**config.mk**
```make
export PLATFORM = sky130hd
export DESIGN_NAME = spi_slave_unit_tx
export DESIGN_NICKNAME = d
export VERILOG_FILES = /design/src/spi_slave_unit_tx.v /design/src/pin_sync3.v
export VERILOG_INCLUDE_DIRS = /design/src
export SDC_FILE = /design/constraint.sdc
export NUM_CORES = 1
export LEC_CHECK = 0
export ABC_AREA = 1
export BUFFER_PORTS_ARGS = -buffer_cell sky130_fd_sc_hd__buf_2
export CAP_MARGIN = 10
export CORE_UTILIZATION = 50
export CTS_CLUSTER_SIZE = 40
export DETAILED_ROUTE_END_ITERATION = 7
export PLACE_DENSITY = 0.78
export SYNTH_ARGS = -nofsm -noshare
export SYNTH_HDL_FRONTEND = slang
export SYNTH_SLANG_ARGS = --single-unit
```
**constraint.sdc**
```tcl
create_clock -name aclk -period 3.2 [get_ports aclk]
set_input_delay 0.32 -clock aclk [delete_from_list [all_inputs] [get_ports aclk]]
set_output_delay 0.32 -clock aclk [all_outputs]
set_load 0.01 [all_outputs]
```
**src/spi_slave_unit_tx_consts.vh**
```
// Register map, field positions, reset values and timing counts of the slave transmit block
`ifndef SPI_SLAVE_UNIT_TX_CONSTS_VH
`define SPI_SLAVE_UNIT_TX_CONSTS_VH

`define OFS_RELEASE      12'h03C
`define OFS_STATUS       12'h400
`define OFS_TX_LIMIT     12'h548
`define OFS_TX_DONE      12'h54C
`define OFS_TX_LIST      12'h550
`define OFS_CONFIG       12'h554
`define OFS_DEF_CHAR     12'h55C
`define OFS_ORC_CHAR     12'h5C0

`define CFG_ORDER_BIT    0
`define CFG_PHASE_BIT    1
`define CFG_POL_BIT      2
`define LIST_ARRAY       2'h1
`define STAT_GRANT_BIT   0
`define STAT_BUSY_BIT    1
`define STAT_WAIT_BIT    2

`define RST_WORD         32'h0000_0000
`define RST_LIMIT        13'h0000
`define RST_CHAR         8'h00
`define RESP_OKAY        2'h0
`define RESP_SLVERR      2'h2

`define CLK_PERIOD_NS    50
`define START_TIME_PS    125000
`define START_CYCLES     ((`START_TIME_PS + `CLK_PERIOD_NS * 1000 - 1) / (`CLK_PERIOD_NS * 1000))

`endif

```
**src/spi_slave_unit_tx.v**
```verilog
// SPI slave transmit side: buffer limits, byte count, serial format and AXI4-Lite registers
//
// The AXI4-Lite interface to the registers was chosen for this implementation.
`timescale 1ns/1ps
`default_nettype none
`include "spi_slave_unit_tx_consts.vh"
module spi_slave_unit_tx #(
  parameter ADDR_W = 16
) (
  input  wire              aclk,
  input  wire              aresetn,
  input  wire [11:0]       s_axi_awaddr,
  input  wire              s_axi_awvalid,
  output reg               s_axi_awready,
  input  wire [31:0]       s_axi_wdata,
  input  wire [3:0]        s_axi_wstrb,
  input  wire              s_axi_wvalid,
  output reg               s_axi_wready,
  output reg  [1:0]        s_axi_bresp,
  output reg               s_axi_bvalid,
  input  wire              s_axi_bready,
  input  wire [11:0]       s_axi_araddr,
  input  wire              s_axi_arvalid,
  output reg               s_axi_arready,
  output reg  [31:0]       s_axi_rdata,
  output reg  [1:0]        s_axi_rresp,
  output reg               s_axi_rvalid,
  input  wire              s_axi_rready,
  input  wire              sck,
  input  wire              chip_select_n,
  output reg               miso_o,
  output reg               miso_oe,
  output reg  [ADDR_W-1:0] tx_fetch_addr,
  input  wire [7:0]        tx_fetch_data,
  output reg               buffers_granted
);
  localparam [1:0] ST_IDLE = 2'b01;
  localparam [1:0] ST_XFER = 2'b10;
  localparam integer START_CYC = `START_CYCLES;
  localparam [2:0]   START_CNT = START_CYC[2:0];

  // Registers
  reg [12:0]       limit_reg;
  reg [12:0]       done_reg;
  reg [1:0]        list_reg;
  reg [2:0]        cfg_reg;
  reg [7:0]        def_reg;
  reg [7:0]        orc_reg;
  reg [ADDR_W-1:0] base_reg;
  reg [2:0]        rel_cnt_reg;
  // Bus side
  reg              aw_have_reg;
  reg              w_have_reg;
  reg [11:0]       awaddr_reg;
  reg [31:0]       wdata_reg;
  reg [3:0]        wstrb_reg;
  // Serial side
  reg [1:0]        state_reg;
  reg              ignore_reg;
  reg [7:0]        sh_reg;
  reg [2:0]        out_cnt_reg;
  reg [2:0]        smp_cnt_reg;
  reg [12:0]       load_idx_reg;
  reg [12:0]       sent_cnt_reg;
  reg              sck_prev_reg;
  wire [1:0]       pins_q;
  wire             sck_q;
  wire             csn_q;

  pin_sync3 #(
    .W    (2),
    .INIT (2'b10)
  ) u_sync (
    .aclk    (aclk),
    .aresetn (aresetn),
    .d       ({chip_select_n, sck}),
    .q       (pins_q)
  );
  assign sck_q = pins_q[0];
  assign csn_q = pins_q[1];

  wire order_low = cfg_reg[`CFG_ORDER_BIT];
  wire phase     = cfg_reg[`CFG_PHASE_BIT];
  wire pol       = cfg_reg[`CFG_POL_BIT];
  wire sck_rise  = sck_q & ~sck_prev_reg;
  wire sck_fall  = ~sck_q & sck_prev_reg;
  wire lead_edge = pol ? sck_fall : sck_rise;
  wire trail_edge = pol ? sck_rise : sck_fall;
  // phase picks sample and shift edges
  wire smp_edge  = phase ? trail_edge : lead_edge;
  wire sft_edge  = phase ? lead_edge : trail_edge;
  wire cs_start  = (state_reg == ST_IDLE) && !csn_q;
  wire cs_end    = (state_reg == ST_XFER) && csn_q;

  // Character choice for the next byte
  wire       ign_now   = cs_start ? !buffers_granted : ignore_reg;
  wire       over_now  = (load_idx_reg >= limit_reg);
  reg  [7:0] next_char;
  always @* begin
    if (ign_now) begin
      next_char = def_reg;
    end else if (over_now) begin
      next_char = orc_reg;
    end else begin
      next_char = tx_fetch_data;
    end
  end

  wire       load_now = cs_start || (out_cnt_reg == 3'h0);
  wire [7:0] cur_char = load_now ? next_char : sh_reg;
  wire       out_bit  = order_low ? cur_char[0] : cur_char[7];
  wire [7:0] sh_next  = order_low ? {1'b0, cur_char[7:1]} : {cur_char[6:0], 1'b0};
  wire       emit     = cs_start ? !phase : ((state_reg == ST_XFER) && sft_edge);
  wire       from_buf = load_now && !ign_now && !over_now;

  always @(posedge aclk) begin
    if (!aresetn) begin
      state_reg     <= ST_IDLE;
      ignore_reg    <= 1'b0;
      sh_reg        <= `RST_CHAR;
      out_cnt_reg   <= 3'h0;
      smp_cnt_reg   <= 3'h0;
      load_idx_reg  <= 13'h0000;
      sent_cnt_reg  <= 13'h0000;
      sck_prev_reg  <= 1'b0;
      miso_o        <= 1'b0;
      miso_oe       <= 1'b0;
      tx_fetch_addr <= {ADDR_W{1'b0}};
    end else begin
      sck_prev_reg  <= sck_q;
      tx_fetch_addr <= base_reg + {{(ADDR_W-13){1'b0}}, load_idx_reg};
      case (state_reg)
        ST_IDLE: begin
          if (cs_start) begin
            state_reg    <= ST_XFER;
            ignore_reg   <= !buffers_granted;
            miso_oe      <= 1'b1;
            smp_cnt_reg  <= 3'h0;
            sent_cnt_reg <= 13'h0000;
            load_idx_reg <= 13'h0000;
            out_cnt_reg  <= 3'h0;
            // phase 0 drives first bit before first edge
            if (emit) begin
              miso_o      <= out_bit;
              sh_reg      <= sh_next;
              out_cnt_reg <= 3'h1;
              if (from_buf) begin
                load_idx_reg <= 13'h0001;
              end
            end
          end
        end
        ST_XFER: begin
          if (cs_end) begin
            state_reg <= ST_IDLE;
            miso_oe   <= 1'b0;
            // Fetch of byte zero settles while idle
            load_idx_reg <= 13'h0000;
          end else begin
            if (emit) begin
              miso_o      <= out_bit;
              sh_reg      <= sh_next;
              out_cnt_reg <= out_cnt_reg + 3'h1;
              if (from_buf) begin
                load_idx_reg <= load_idx_reg + 13'h0001;
              end
            end
            if (smp_edge) begin
              smp_cnt_reg <= smp_cnt_reg + 3'h1;
              // count whole bytes from the buffer only
              if (smp_cnt_reg == 3'h7 && !ignore_reg && sent_cnt_reg < limit_reg) begin
                sent_cnt_reg <= sent_cnt_reg + 13'h0001;
              end
            end
          end
        end
        default: begin
          state_reg <= ST_IDLE;
          miso_oe   <= 1'b0;
        end
      endcase
    end
  end

  // Bus write path
  wire       wr_fire  = aw_have_reg && w_have_reg && !s_axi_bvalid;
  wire [31:0] wmask   = {{8{wstrb_reg[3]}}, {8{wstrb_reg[2]}},
                         {8{wstrb_reg[1]}}, {8{wstrb_reg[0]}}};
  reg  [31:0] old_word;
  reg         wr_known;
  always @* begin
    wr_known = 1'b1;
    case (awaddr_reg)
      `OFS_TX_LIMIT: old_word = {19'h0_0000, limit_reg};
      `OFS_TX_LIST:  old_word = {30'h0000_0000, list_reg};
      `OFS_CONFIG:   old_word = {29'h0000_0000, cfg_reg};
      `OFS_DEF_CHAR: old_word = {24'h00_0000, def_reg};
      `OFS_ORC_CHAR: old_word = {24'h00_0000, orc_reg};
      `OFS_RELEASE:  old_word = `RST_WORD;
      `OFS_TX_DONE:  old_word = `RST_WORD;
      `OFS_STATUS:   old_word = `RST_WORD;
      default: begin
        old_word = `RST_WORD;
        wr_known = 1'b0;
      end
    endcase
  end
  wire [31:0] new_word = (old_word & ~wmask) | (wdata_reg & wmask);
  wire        rel_req  = wr_fire && (awaddr_reg == `OFS_RELEASE) && wstrb_reg[0] && wdata_reg[0];

  always @(posedge aclk) begin
    if (!aresetn) begin
      aw_have_reg   <= 1'b0;
      w_have_reg    <= 1'b0;
      awaddr_reg    <= 12'h000;
      wdata_reg     <= `RST_WORD;
      wstrb_reg     <= 4'h0;
      s_axi_awready <= 1'b0;
      s_axi_wready  <= 1'b0;
      s_axi_bvalid  <= 1'b0;
      s_axi_bresp   <= `RESP_OKAY;
      limit_reg     <= `RST_LIMIT;
      list_reg      <= 2'h0;
      cfg_reg       <= 3'h0;
      def_reg       <= `RST_CHAR;
      orc_reg       <= `RST_CHAR;
    end else begin
      s_axi_awready <= !aw_have_reg && !(s_axi_awvalid && s_axi_awready);
      s_axi_wready  <= !w_have_reg && !(s_axi_wvalid && s_axi_wready);
      if (s_axi_awvalid && s_axi_awready) begin
        aw_have_reg <= 1'b1;
        awaddr_reg  <= {s_axi_awaddr[11:2], 2'b00};
      end
      if (s_axi_wvalid && s_axi_wready) begin
        w_have_reg <= 1'b1;
        wdata_reg  <= s_axi_wdata;
        wstrb_reg  <= s_axi_wstrb;
      end
      if (wr_fire) begin
        s_axi_bvalid <= 1'b1;
        s_axi_bresp  <= wr_known ? `RESP_OKAY : `RESP_SLVERR;
        case (awaddr_reg)
          `OFS_TX_LIMIT: limit_reg <= new_word[12:0];
          `OFS_TX_LIST:  list_reg  <= new_word[1:0];
          `OFS_CONFIG:   cfg_reg   <= new_word[2:0];
          `OFS_DEF_CHAR: def_reg   <= new_word[7:0];
          `OFS_ORC_CHAR: orc_reg   <= new_word[7:0];
          default: begin
          end
        endcase
      end
      if (s_axi_bvalid && s_axi_bready) begin
        s_axi_bvalid <= 1'b0;
        aw_have_reg  <= 1'b0;
        w_have_reg   <= 1'b0;
      end
    end
  end

  // Ownership handshake; busy transactions keep the grant they started with
  always @(posedge aclk) begin
    if (!aresetn) begin
      rel_cnt_reg     <= 3'h0;
      buffers_granted <= 1'b0;
      done_reg        <= 13'h0000;
      base_reg        <= {ADDR_W{1'b0}};
    end else begin
      if (rel_req && !buffers_granted) begin
        rel_cnt_reg <= START_CNT;
      end else if (rel_cnt_reg != 3'h0) begin
        rel_cnt_reg <= rel_cnt_reg - 3'h1;
        if (rel_cnt_reg == 3'h1) begin
          buffers_granted <= 1'b1;
        end
      end
      // count latched at chip select release
      if (cs_end && !ignore_reg) begin
        done_reg        <= sent_cnt_reg;
        buffers_granted <= 1'b0;
        if (list_reg == `LIST_ARRAY) begin
          base_reg <= base_reg + {{(ADDR_W-13){1'b0}}, limit_reg};
        end
      end
    end
  end

  // Bus read path, one read at a time
  reg [31:0] rd_word;
  reg        rd_known;
  always @* begin
    rd_known = 1'b1;
    case ({s_axi_araddr[11:2], 2'b00})
      `OFS_TX_LIMIT: rd_word = {19'h0_0000, limit_reg};
      `OFS_TX_DONE:  rd_word = {19'h0_0000, done_reg};
      `OFS_TX_LIST:  rd_word = {30'h0000_0000, list_reg};
      `OFS_CONFIG:   rd_word = {29'h0000_0000, cfg_reg};
      `OFS_DEF_CHAR: rd_word = {24'h00_0000, def_reg};
      `OFS_ORC_CHAR: rd_word = {24'h00_0000, orc_reg};
      `OFS_RELEASE:  rd_word = `RST_WORD;
      `OFS_STATUS:   rd_word = {29'h0000_0000, (rel_cnt_reg != 3'h0),
                                (state_reg == ST_XFER), buffers_granted};
      default: begin
        rd_word  = `RST_WORD;
        rd_known = 1'b0;
      end
    endcase
  end

  always @(posedge aclk) begin
    if (!aresetn) begin
      s_axi_arready <= 1'b0;
      s_axi_rvalid  <= 1'b0;
      s_axi_rdata   <= `RST_WORD;
      s_axi_rresp   <= `RESP_OKAY;
    end else begin
      s_axi_arready <= !s_axi_rvalid && !(s_axi_arvalid && s_axi_arready);
      if (s_axi_arvalid && s_axi_arready) begin
        s_axi_rvalid <= 1'b1;
        s_axi_rdata  <= rd_word;
        s_axi_rresp  <= rd_known ? `RESP_OKAY : `RESP_SLVERR;
      end else if (s_axi_rvalid && s_axi_rready) begin
        s_axi_rvalid <= 1'b0;
      end
    end
  end
endmodule
`default_nettype wire

```
**src/pin_sync3.v**
```verilog
// Three-stage pin synchroniser, output moves when stages two and three agree
`timescale 1ns/1ps
`default_nettype none
module pin_sync3 #(
  parameter       W    = 1,
  parameter [W-1:0] INIT = {W{1'b0}}
) (
  input  wire         aclk,
  input  wire         aresetn,
  input  wire [W-1:0] d,
  output reg  [W-1:0] q
);
  reg [W-1:0] s1_reg;
  reg [W-1:0] s2_reg;
  reg [W-1:0] s3_reg;
  reg [W-1:0] hold_reg;
  integer     i;

  always @(posedge aclk) begin
    if (!aresetn) begin
      s1_reg   <= INIT;
      s2_reg   <= INIT;
      s3_reg   <= INIT;
      hold_reg <= INIT;
    end else begin
      s1_reg   <= d;
      s2_reg   <= s1_reg;
      s3_reg   <= s2_reg;
      hold_reg <= q;
    end
  end

  // No register after the agreement test: saves a cycle of edge latency
  always @* begin
    q = hold_reg;
    for (i = 0; i < W; i = i + 1) begin
      // Single-sample glitches never reach q
      if (s2_reg[i] == s3_reg[i]) begin
        q[i] = s3_reg[i];
      end
    end
  end
endmodule
`default_nettype wire

```
==> results, run 1 <==
- Once the floorplan was initialized, standard cells occupied between 50% and 60% of the core.
- The number of placed instances with taps included is 1815.
- The number of levels the H-tree was split into is 4.
- The via count of the first global-routing pass is 8953.
- Power spread over the standard cell area amounts to 421 mW/mm^2.
- After layout, the design draws a total of 4840 uW.
- The number of antenna violations at the first check in global routing is 0.
- The worst hold-check path type is primary input to register.
- For this design, the CTS-stage hold fixing added 0 buffers.
- Cell internal power was estimated by the tool at 3610 uW.
- The combinational cell fraction of total power is 7.1%.
- The worst hold-check slack is 0.0623 ns.
- The remaining antenna violation count is 0.
- The signed area change from the synthesized netlist to the final layout is 11.4%.
- The number of failing setup endpoints in the final timing report is 0.
- Wires add up to between 20000 and 30000 microns.
- In the synthesized netlist, the number of instances is 1489.
- Entering global routing, the biggest net connects 50 pins.
- The number of gates resized after cts is 0.
- The count of final max-slew check failures is 0.
- At the end of routability-driven placement, the weighted congestion stood at ~0.97.
- The peak clock frequency supported by timing is ~0.39 GHz.
- The routed via count is about 10000.
- The worst path needs 2.59 ns of the cycle, external delays included.
- The minimum setup slack after placement is a little under 0.7 ns.
- The relative slew slack is 39.4%.
- After clock tree synthesis, the setup repair step added 0 buffers.
- During placement, the flow inserted port buffers numbering 90.
- The most frequently used flop master after synthesis is dfxtp_1.
- The top-area cell type share of the netlist area is 35.3%.
- The reported max-cap violation count is 0.
- The cell area after synthesis is roughly 0.010 sq mm.
- The net count reported at finish is around 1700.
- Measured along the x axis, the die boundary spans 146 microns.
- The first global-routing pass estimated between 40000 and 50000 microns of wire.
- The share of synthesized area occupied by flip-flops and latches is 35.3%.
- The Yosys warning count is 0.
- The static leakage is 0.00529 uW.
- The clock buffer count from CTS is 17.
- The number of hold violations in the final report came to 0.
- In this run, synthesis inferred 0 flip-flops with an integrated enable.
- The category of the most critical setup path is register to register.
- Summed over all nets, the switching power comes to 1230 uW.
- The cell sitting at the root of the clock tree is a clkbuf_16.
- The most frequent standard cell in the layout excluding fill and tap cells is nand2_1.
- The sink count of the clock tree is 182.
- The synthesized flop and latch total is 182.
- In the routed design, unresolved DRC markers number 0.
- The number of antenna diodes in the final layout is 0.
- The clock insertion delay at the later pin of the skew report is around 0.44 ns.
- The worst vdd rail ir drop is 367 uV.
- Yosys attributes the largest share of cell area to dfxtp_1 35%, nand2_1 8.5%, inv_1 8.1%.
- The proportion of register bits with asynchronous set or reset after synthesis is 0%.
- The average wire per cell in the routed design is ~15 microns.
- After routing, the total negative slack on setup checks comes to 0 ns.
- The netlist uses 50 different library cells.
- The endpoint kind of the worst setup timing path is a register.
- The aggregate global-route resource usage is about 25%.
- The die height is ~150 microns.
- The largest total area in the synthesized netlist belongs to dfxtp_1.
- The finished layout holds 1847 standard cells, fillers aside.
- Across all setup checks in the final design, the least slack found is 0.613 ns.
- The floorplan has 52 rows.
- Setup repair after global routing left no endpoint under its margin.
- The placed wire-length estimate is 20000 microns.
- The number of placed I/O pins is 137.
- The minimum setup slack among reg-to-reg paths is roughly 0.6 ns.
- In this run the deepest clock path goes through 2 buffers.
- Clock skew on the completed layout was measured at around 0.013 ns.
- The kind of launch point of the worst setup path is a register.
- In this run switching power makes up 25.4% of total power.
- The initial detailed-routing violation count is 783.
- The area of the core is ~0.020 sq mm.
- The average size of a mapped cell is 6.93 sq um.
- Leaving out fill and tap cells, the most frequent cells in the layout are 233 x nand2_1, 221 x inv_1, 182 x dfxtp_1.
- The clock tree from TritonCTS is built.
- The fraction of power consumed by the clock network is 44.0%.
- STA puts the critical path data required time at 3.54 ns.
- The share of the clock period used by the worst path is 80.8%.
- The floorplan step defined a die boundary enclosing roughly 0.021 sq mm.
- The first detailed-routing pass took 6 iterations.
- The slew at the pin closest to its max-slew limit is 0.906 ns.
- In this run, flip-flops and latches consume 48.9% of the power.
- Of the cells placed in the final design, the portion with a size suffix greater than 1 is roughly 11%.
- The clock-pin transition on the worst setup and hold timing paths is 0.07 ns.
- Global routing finished with a remaining overflow of 0.
- The run finished with clean final reports.
- Data arrives at the worst endpoint at slightly below 3 ns.
- In this run the worst path has a maximum fanout of 18.
- After detailed routing, the number of vias per cell comes to 5.41.
## cell usage after synthesis (2+ instances only)
cell type	n
or2_1	2
buf_2	6
buf_4	25
o21a_1	4
o221ai_1	2
nand4_1	26
xor2_1	16
a21oi_1	154
or2_2	9
inv_1	222
a21o_1	6
o2111ai_1	2
a31oi_1	6
fa_1	2
nand2_2	2
a22o_1	5
inv_2	6
xnor2_1	7
nor2_2	5
nand3_2	3
nor2_4	4
nand2_4	3
nand2_1	233
o211ai_1	3
nor2_1	149
o21ai_1	9
nand3_1	104
o21bai_1	2
clkbuf_1	27
ha_1	60
o22ai_1	29
nor4_1	3
o21ai_0	123
buf_1	5
o31ai_1	2
dfxtp_1	182
nor3_1	28
## cell type report
cell class / instances / area [sq um]
Sequential cell: 182 / 3640
Inverter: 228 / 856
Clock inverter: 15 / 165
Clock buffer: 17 / 425
Timing Repair Buffer: 100 / 526
Fill cell: 1938 / 8730
Multi-Input combinational cell: 1035 / 5550
Tap cell: 270 / 338
## logic make-up (layout without fill, tap and decap cells)
group | count (synthesis) | after routing | share of synthesized area [%]
compound gates | 352 | 352 | 18.6
fa+ha+maj | 62 | 62 | 7.66
xor+xnor | 23 | 23 | 1.95
buf+inv | 292 | 360 | 11.7
other cells | 1 | 21 | 0.0363
simple gates | 577 | 577 | 24.8
flops | 182 | 182 | 35.3
## critical path, stage by stage (launching register included)
cell and delay [ns]:
dfxtp_1 0.33, inv_1 0.16, ha_1 0.35, nand2_1 0.07, nor2_1 0.25, nand2_1 0.11, inv_1 0.08, nand2_2 0.13
nand3_2 0.21, nor2_1 0.10, nand2_1 0.15, nand2_4 0.15, inv_2 0.16, nor2_1 0.06, o21a_1 0.16
## worst paths after layout
check,start,endpoint,cells after the start
worst max-delay path,limit_reg[12],load_idx_reg[2],14
worst min-delay path,chip_select_n,u_sync.s1_reg[1],2
worst min register to register,u_sync.s1_reg[1],u_sync.s2_reg[1],1
worst max register to register,limit_reg[12],load_idx_reg[2],14
## per-layer routing
layer | vias to the layer above | track usage [%] | routed length [microns]
met1 | 4571 | 34.2 | 12300
met4 | 0 | 8.74 | 486
met3 | 38 | 4.23 | 1740
met5 | - | 0 | 0
met2 | 345 | 41.4 | 12400
li1 | 5030 | - | -
## per-stage QoR
step / util (%) / cell area [sq um]
after floorplan: - / 10400
after global placement: 53.9 / 10900
after detailed placement: 53.9 / 10900
after CTS: 56.9 / 11500
after global routing: 56.9 / 11500
final: 56.9 / 11500
## power by group through the flow
stage / combinational, uW / clock, uW / sequential (uW)
floorplan: 256 / 0 / 2410
global placement: 329 / 0 / 2410
detailed placement: 340 / 0 / 2420
CTS: 343 / 2160 / 2360
global route: 397 / 2260 / 2370
finish: 343 / 2130 / 2360
Note: power is estimated with default switching activity, not from simulation.
==> run 2: changes to the inputs <==
==> constraint.sdc (replaced) <==
create_clock -name aclk -period 2.5 [get_ports aclk]
set_input_delay 0.25 -clock aclk [delete_from_list [all_inputs] [get_ports aclk]]
set_output_delay 0.25 -clock aclk [all_outputs]
set_load 0.01 [all_outputs]
==> run 2 against run 1 <==
Non-clock buffer count increased by 41. Critical endpoint is now tx_fetch_addr[10]. The run now ends with design-rule violations, negative hold slack left. Final cell count increased by 2.2%. Critical path depth fell by 5. Die area is the same. Maximum frequency up 16%.
==> results, run 2 (synthesized netlist as in run 1, its figures left out) <==
- The global-route wire length before repair is 45000 microns (+3.1%).
- The overflow left after global routing is 0 (unchanged).
- The number of vias per cell is 5.38 (-0.46%).
- The fraction of power consumed by the clock network is 43.0% (-1.0 points).
- The remaining antenna violation count is 0 (unchanged).
- The area of the core came to 0.0202 sq mm (unchanged).
- The share of post-route cells with drive strength above 1 is 12.9% (+2.1 points).
- The number of levels the H-tree was split into was 4 (unchanged).
- The post-route total power is 6090 uW (+26%).
- The endpoint with the worst hold slack is s_axi_rvalid.
- The signal arrival time at the worst endpoint is 2.56 ns (-0.37 ns).
- The slew at the pin closest to its max-slew limit is 0.500 ns (-0.406 ns).
- The minimum setup slack after placement was 0.308 ns (-0.370 ns).
- The clock insertion delay at the later pin of the skew report came to 0.44 ns (about the same).
- The maximum fanout encountered on the critical timing path came to 5 (-13).
- The maximum clock skew at final layout is 0.00963 ns (-0.00332 ns).
- The detailed-routed wire length on met3 came to 2210 microns (+27%).
- The data required time at the worst endpoint came to 2.83 ns (-0.71 ns).
- The clock tree from TritonCTS is built.
- The buffer cell driving the clock tree root is clkbuf_16.
- The initial detailed-routing violation count came to 994 (+27%).
- The DRC violations left came to 2 (+2).
- The chip width is 146 microns (unchanged).
- The kind of launch point of the worst setup path is a register.
- The beginning of the worst register-to-register path is load_idx_reg[0].
- The final reports fail on design-rule violations, negative hold slack.
- The clock buffer count from CTS is 17 (unchanged).
- The routability congestion estimate came to 1.00 (+3.5%).
- The first-pass iteration count of the detailed router came to 8 (+2).
- The average wire per cell in the routed design is 14.6 microns (+0.15%).
- The count of final max-slew check failures is 0 (unchanged).
- The post-route worst setup slack is 0.274 ns (-0.340 ns).
- The area of the die is 0.0212 sq mm (unchanged).
- The number of cell instances on the worst register-to-register path is 9 (-5).
- The relative slew slack is 66.4% (+27 points).
- The sink count of the clock tree is 182 (unchanged).
- The overall routed net length was 27500 microns (+2.4%).
- The switching power as a share of total power is 25.5% (+0.10 points).
- The routed wire length on met2 is 12500 microns (+1.0%).
- The tightest min-delay check is of the primary input to register type.
- The worst hold path stage count is 2 (unchanged).
- The combinational cell fraction of total power is 7.4% (+0.3 points).
- The fraction of power consumed by sequential logic was 49.7% (+0.8 points).
- The clock-pin transition on the worst setup and hold timing paths is 0.07 ns (about the same).
- The worst vdd rail ir drop is 449 uV (+22%).
- The reported max-cap violation count is 0 (unchanged).
- The die height came to 146 microns (unchanged).
- The peak clock frequency supported by timing is 0.449 GHz (+16%).
- The antenna cell count came to 0 (unchanged).
- The most frequent standard cell in the layout excluding fill and tap cells is nand2_1.
- The detailed router used layers up to and including met4.
- The share of the clock period used by the worst path was 89.0% (+8.2 points).
- The via count of the first global-routing pass is 9218 (+3.0%).
- The worst setup path is captured at a register.
- The signed area change from the synthesized netlist to the final layout is 14.4%.
- The category of the most critical setup path is register to register.
- The minimum setup slack among reg-to-reg paths is 0.27 ns (-0.34 ns).
- The worst hold-check slack came to -0.00160 ns (-0.0639 ns).
- The routed via count is 10200 (+1.8%).
- The row count is 52 (unchanged).
- The endpoint of the worst-slack reg-to-reg timing path is tx_fetch_addr[10].
- The static leakage was 0.00548 uW (+3.6%).
- The initial cell density of the core is 51.0% (unchanged).
- The placed wire-length estimate is 20600 microns (+2.7%).
- The areal power density over the cells was 516 mW/mm^2 (+23%).
- The number of placed I/O pins is 137 (unchanged).
- The top cell types in the final layout, fill and taps aside, are 233 x nand2_1, 221 x inv_1, 182 x dfxtp_1.
- The final critical delay including setup and external delays is 2.23 ns (-0.360 ns).
- The number of hold violations in the final report was 1 (+1).
- The met1 layer wirelength in the final routing is 12300 microns (+0.26%).
- The run finished, with violations left.
- The reported net switching power is 1550 uW (+26%).
- The aggregate global-route resource usage is 26.4% (+0.88 points).
- The number of antenna violations at the first check in global routing is 0 (unchanged).
- The cell internal power dissipation was 4540 uW (+26%).
- The number of failing setup endpoints in the final timing report is 0 (unchanged).
- The maximum root-to-sink buffer count is 2 (unchanged).
- Setup repair after global routing left no endpoint under its margin.
- The count of port buffers added during placement is 90 (unchanged).
- The final setup TNS came to 0 ns (unchanged).
- The net count reported at finish was 1744 (+2.4%).
- The startpoint of the tightest hold check path is s_axi_rready.
- The largest net degree at the start of global routing is 83 (+66%).
## run 2: changes by cell type in the layout (fill, tap and decap cells not counted), moves of 2 or more
cell,change
inv_8,-2
inv_6,-3
buf_4,+38
clkinv_4,+4
dlygate4sd3_1,+2
## run 2: timing repair
item,in CTS,in global routing
buffers inserted,0,0
hold buffers,2,0
gates resized for setup,0,1
endpoints found under the hold margin,2,0
setup endpoints to repair,0,4
## run 2: cell type report
class	count	area, sq um
flip-flops and latches	182	3640
multi-input cells	1035	5550
well taps	270	338
repair buffers	141	851
inverters	228	856
fillers	1859	8430
clock inverters	13	124
clock buffers	19	443
## run 2: power by group through the flow
| stage | Sequential [uW] | Combinational [uW] | Clock [uW] |
|---|---|---|---|
| after detailed placement | 3090 | 441 | 0 |
| after global routing | 3040 | 509 | 2760 |
| after global placement | 3090 | 428 | 0 |
| after CTS | 3030 | 447 | 2640 |
| final | 3030 | 449 | 2620 |
| after floorplan | 3080 | 328 | 0 |
## run 2: worst max path at each step
stage / slack [ns] / end / start / depth (start not counted)
final: 0.27 / tx_fetch_addr[10] / load_idx_reg[0] / 9
after global routing: 0.06 / limit_reg[9] / awaddr_reg[8] / 9
after CTS: 0.28 / tx_fetch_addr[10] / load_idx_reg[0] / 9
after detailed placement: 0.31 / load_idx_reg[2] / load_idx_reg[12] / 13
after global placement: 0.33 / tx_fetch_addr[10] / load_idx_reg[0] / 9
after floorplan: 0.48 / tx_fetch_addr[10] / load_idx_reg[0] / 9
## run 2: routing by layer
layer | up-vias | track usage [%]
li1 | 5108 | -
met1 | 4624 | 34.7
met2 | 379 | 43.2
met3 | 48 | 6.11
met4 | 0 | 7.42
met5 | - | 0
## run 2: critical path, stage by stage, from the launching register on
cell	delay [ns]
dfxtp_1	0.43
ha_1	0.20
inv_1	0.05
fa_1	0.39
o21ai_0	0.29
a21oi_1	0.14
o21ai_0	0.27
a21oi_1	0.12
o21ai_0	0.16
a21oi_1	0.06
## run 2: through the flow
stage | std cells | utilization (%) | instance area, sq um
after detailed placement | 1854 | 55.4 | 11200
final | 1888 | 58.4 | 11800
after CTS | 1888 | 58.3 | 11800
after global routing | 1888 | 58.4 | 11800
after global placement | 1854 | 55.4 | 11200
after floorplan | 1509 | - | 10400
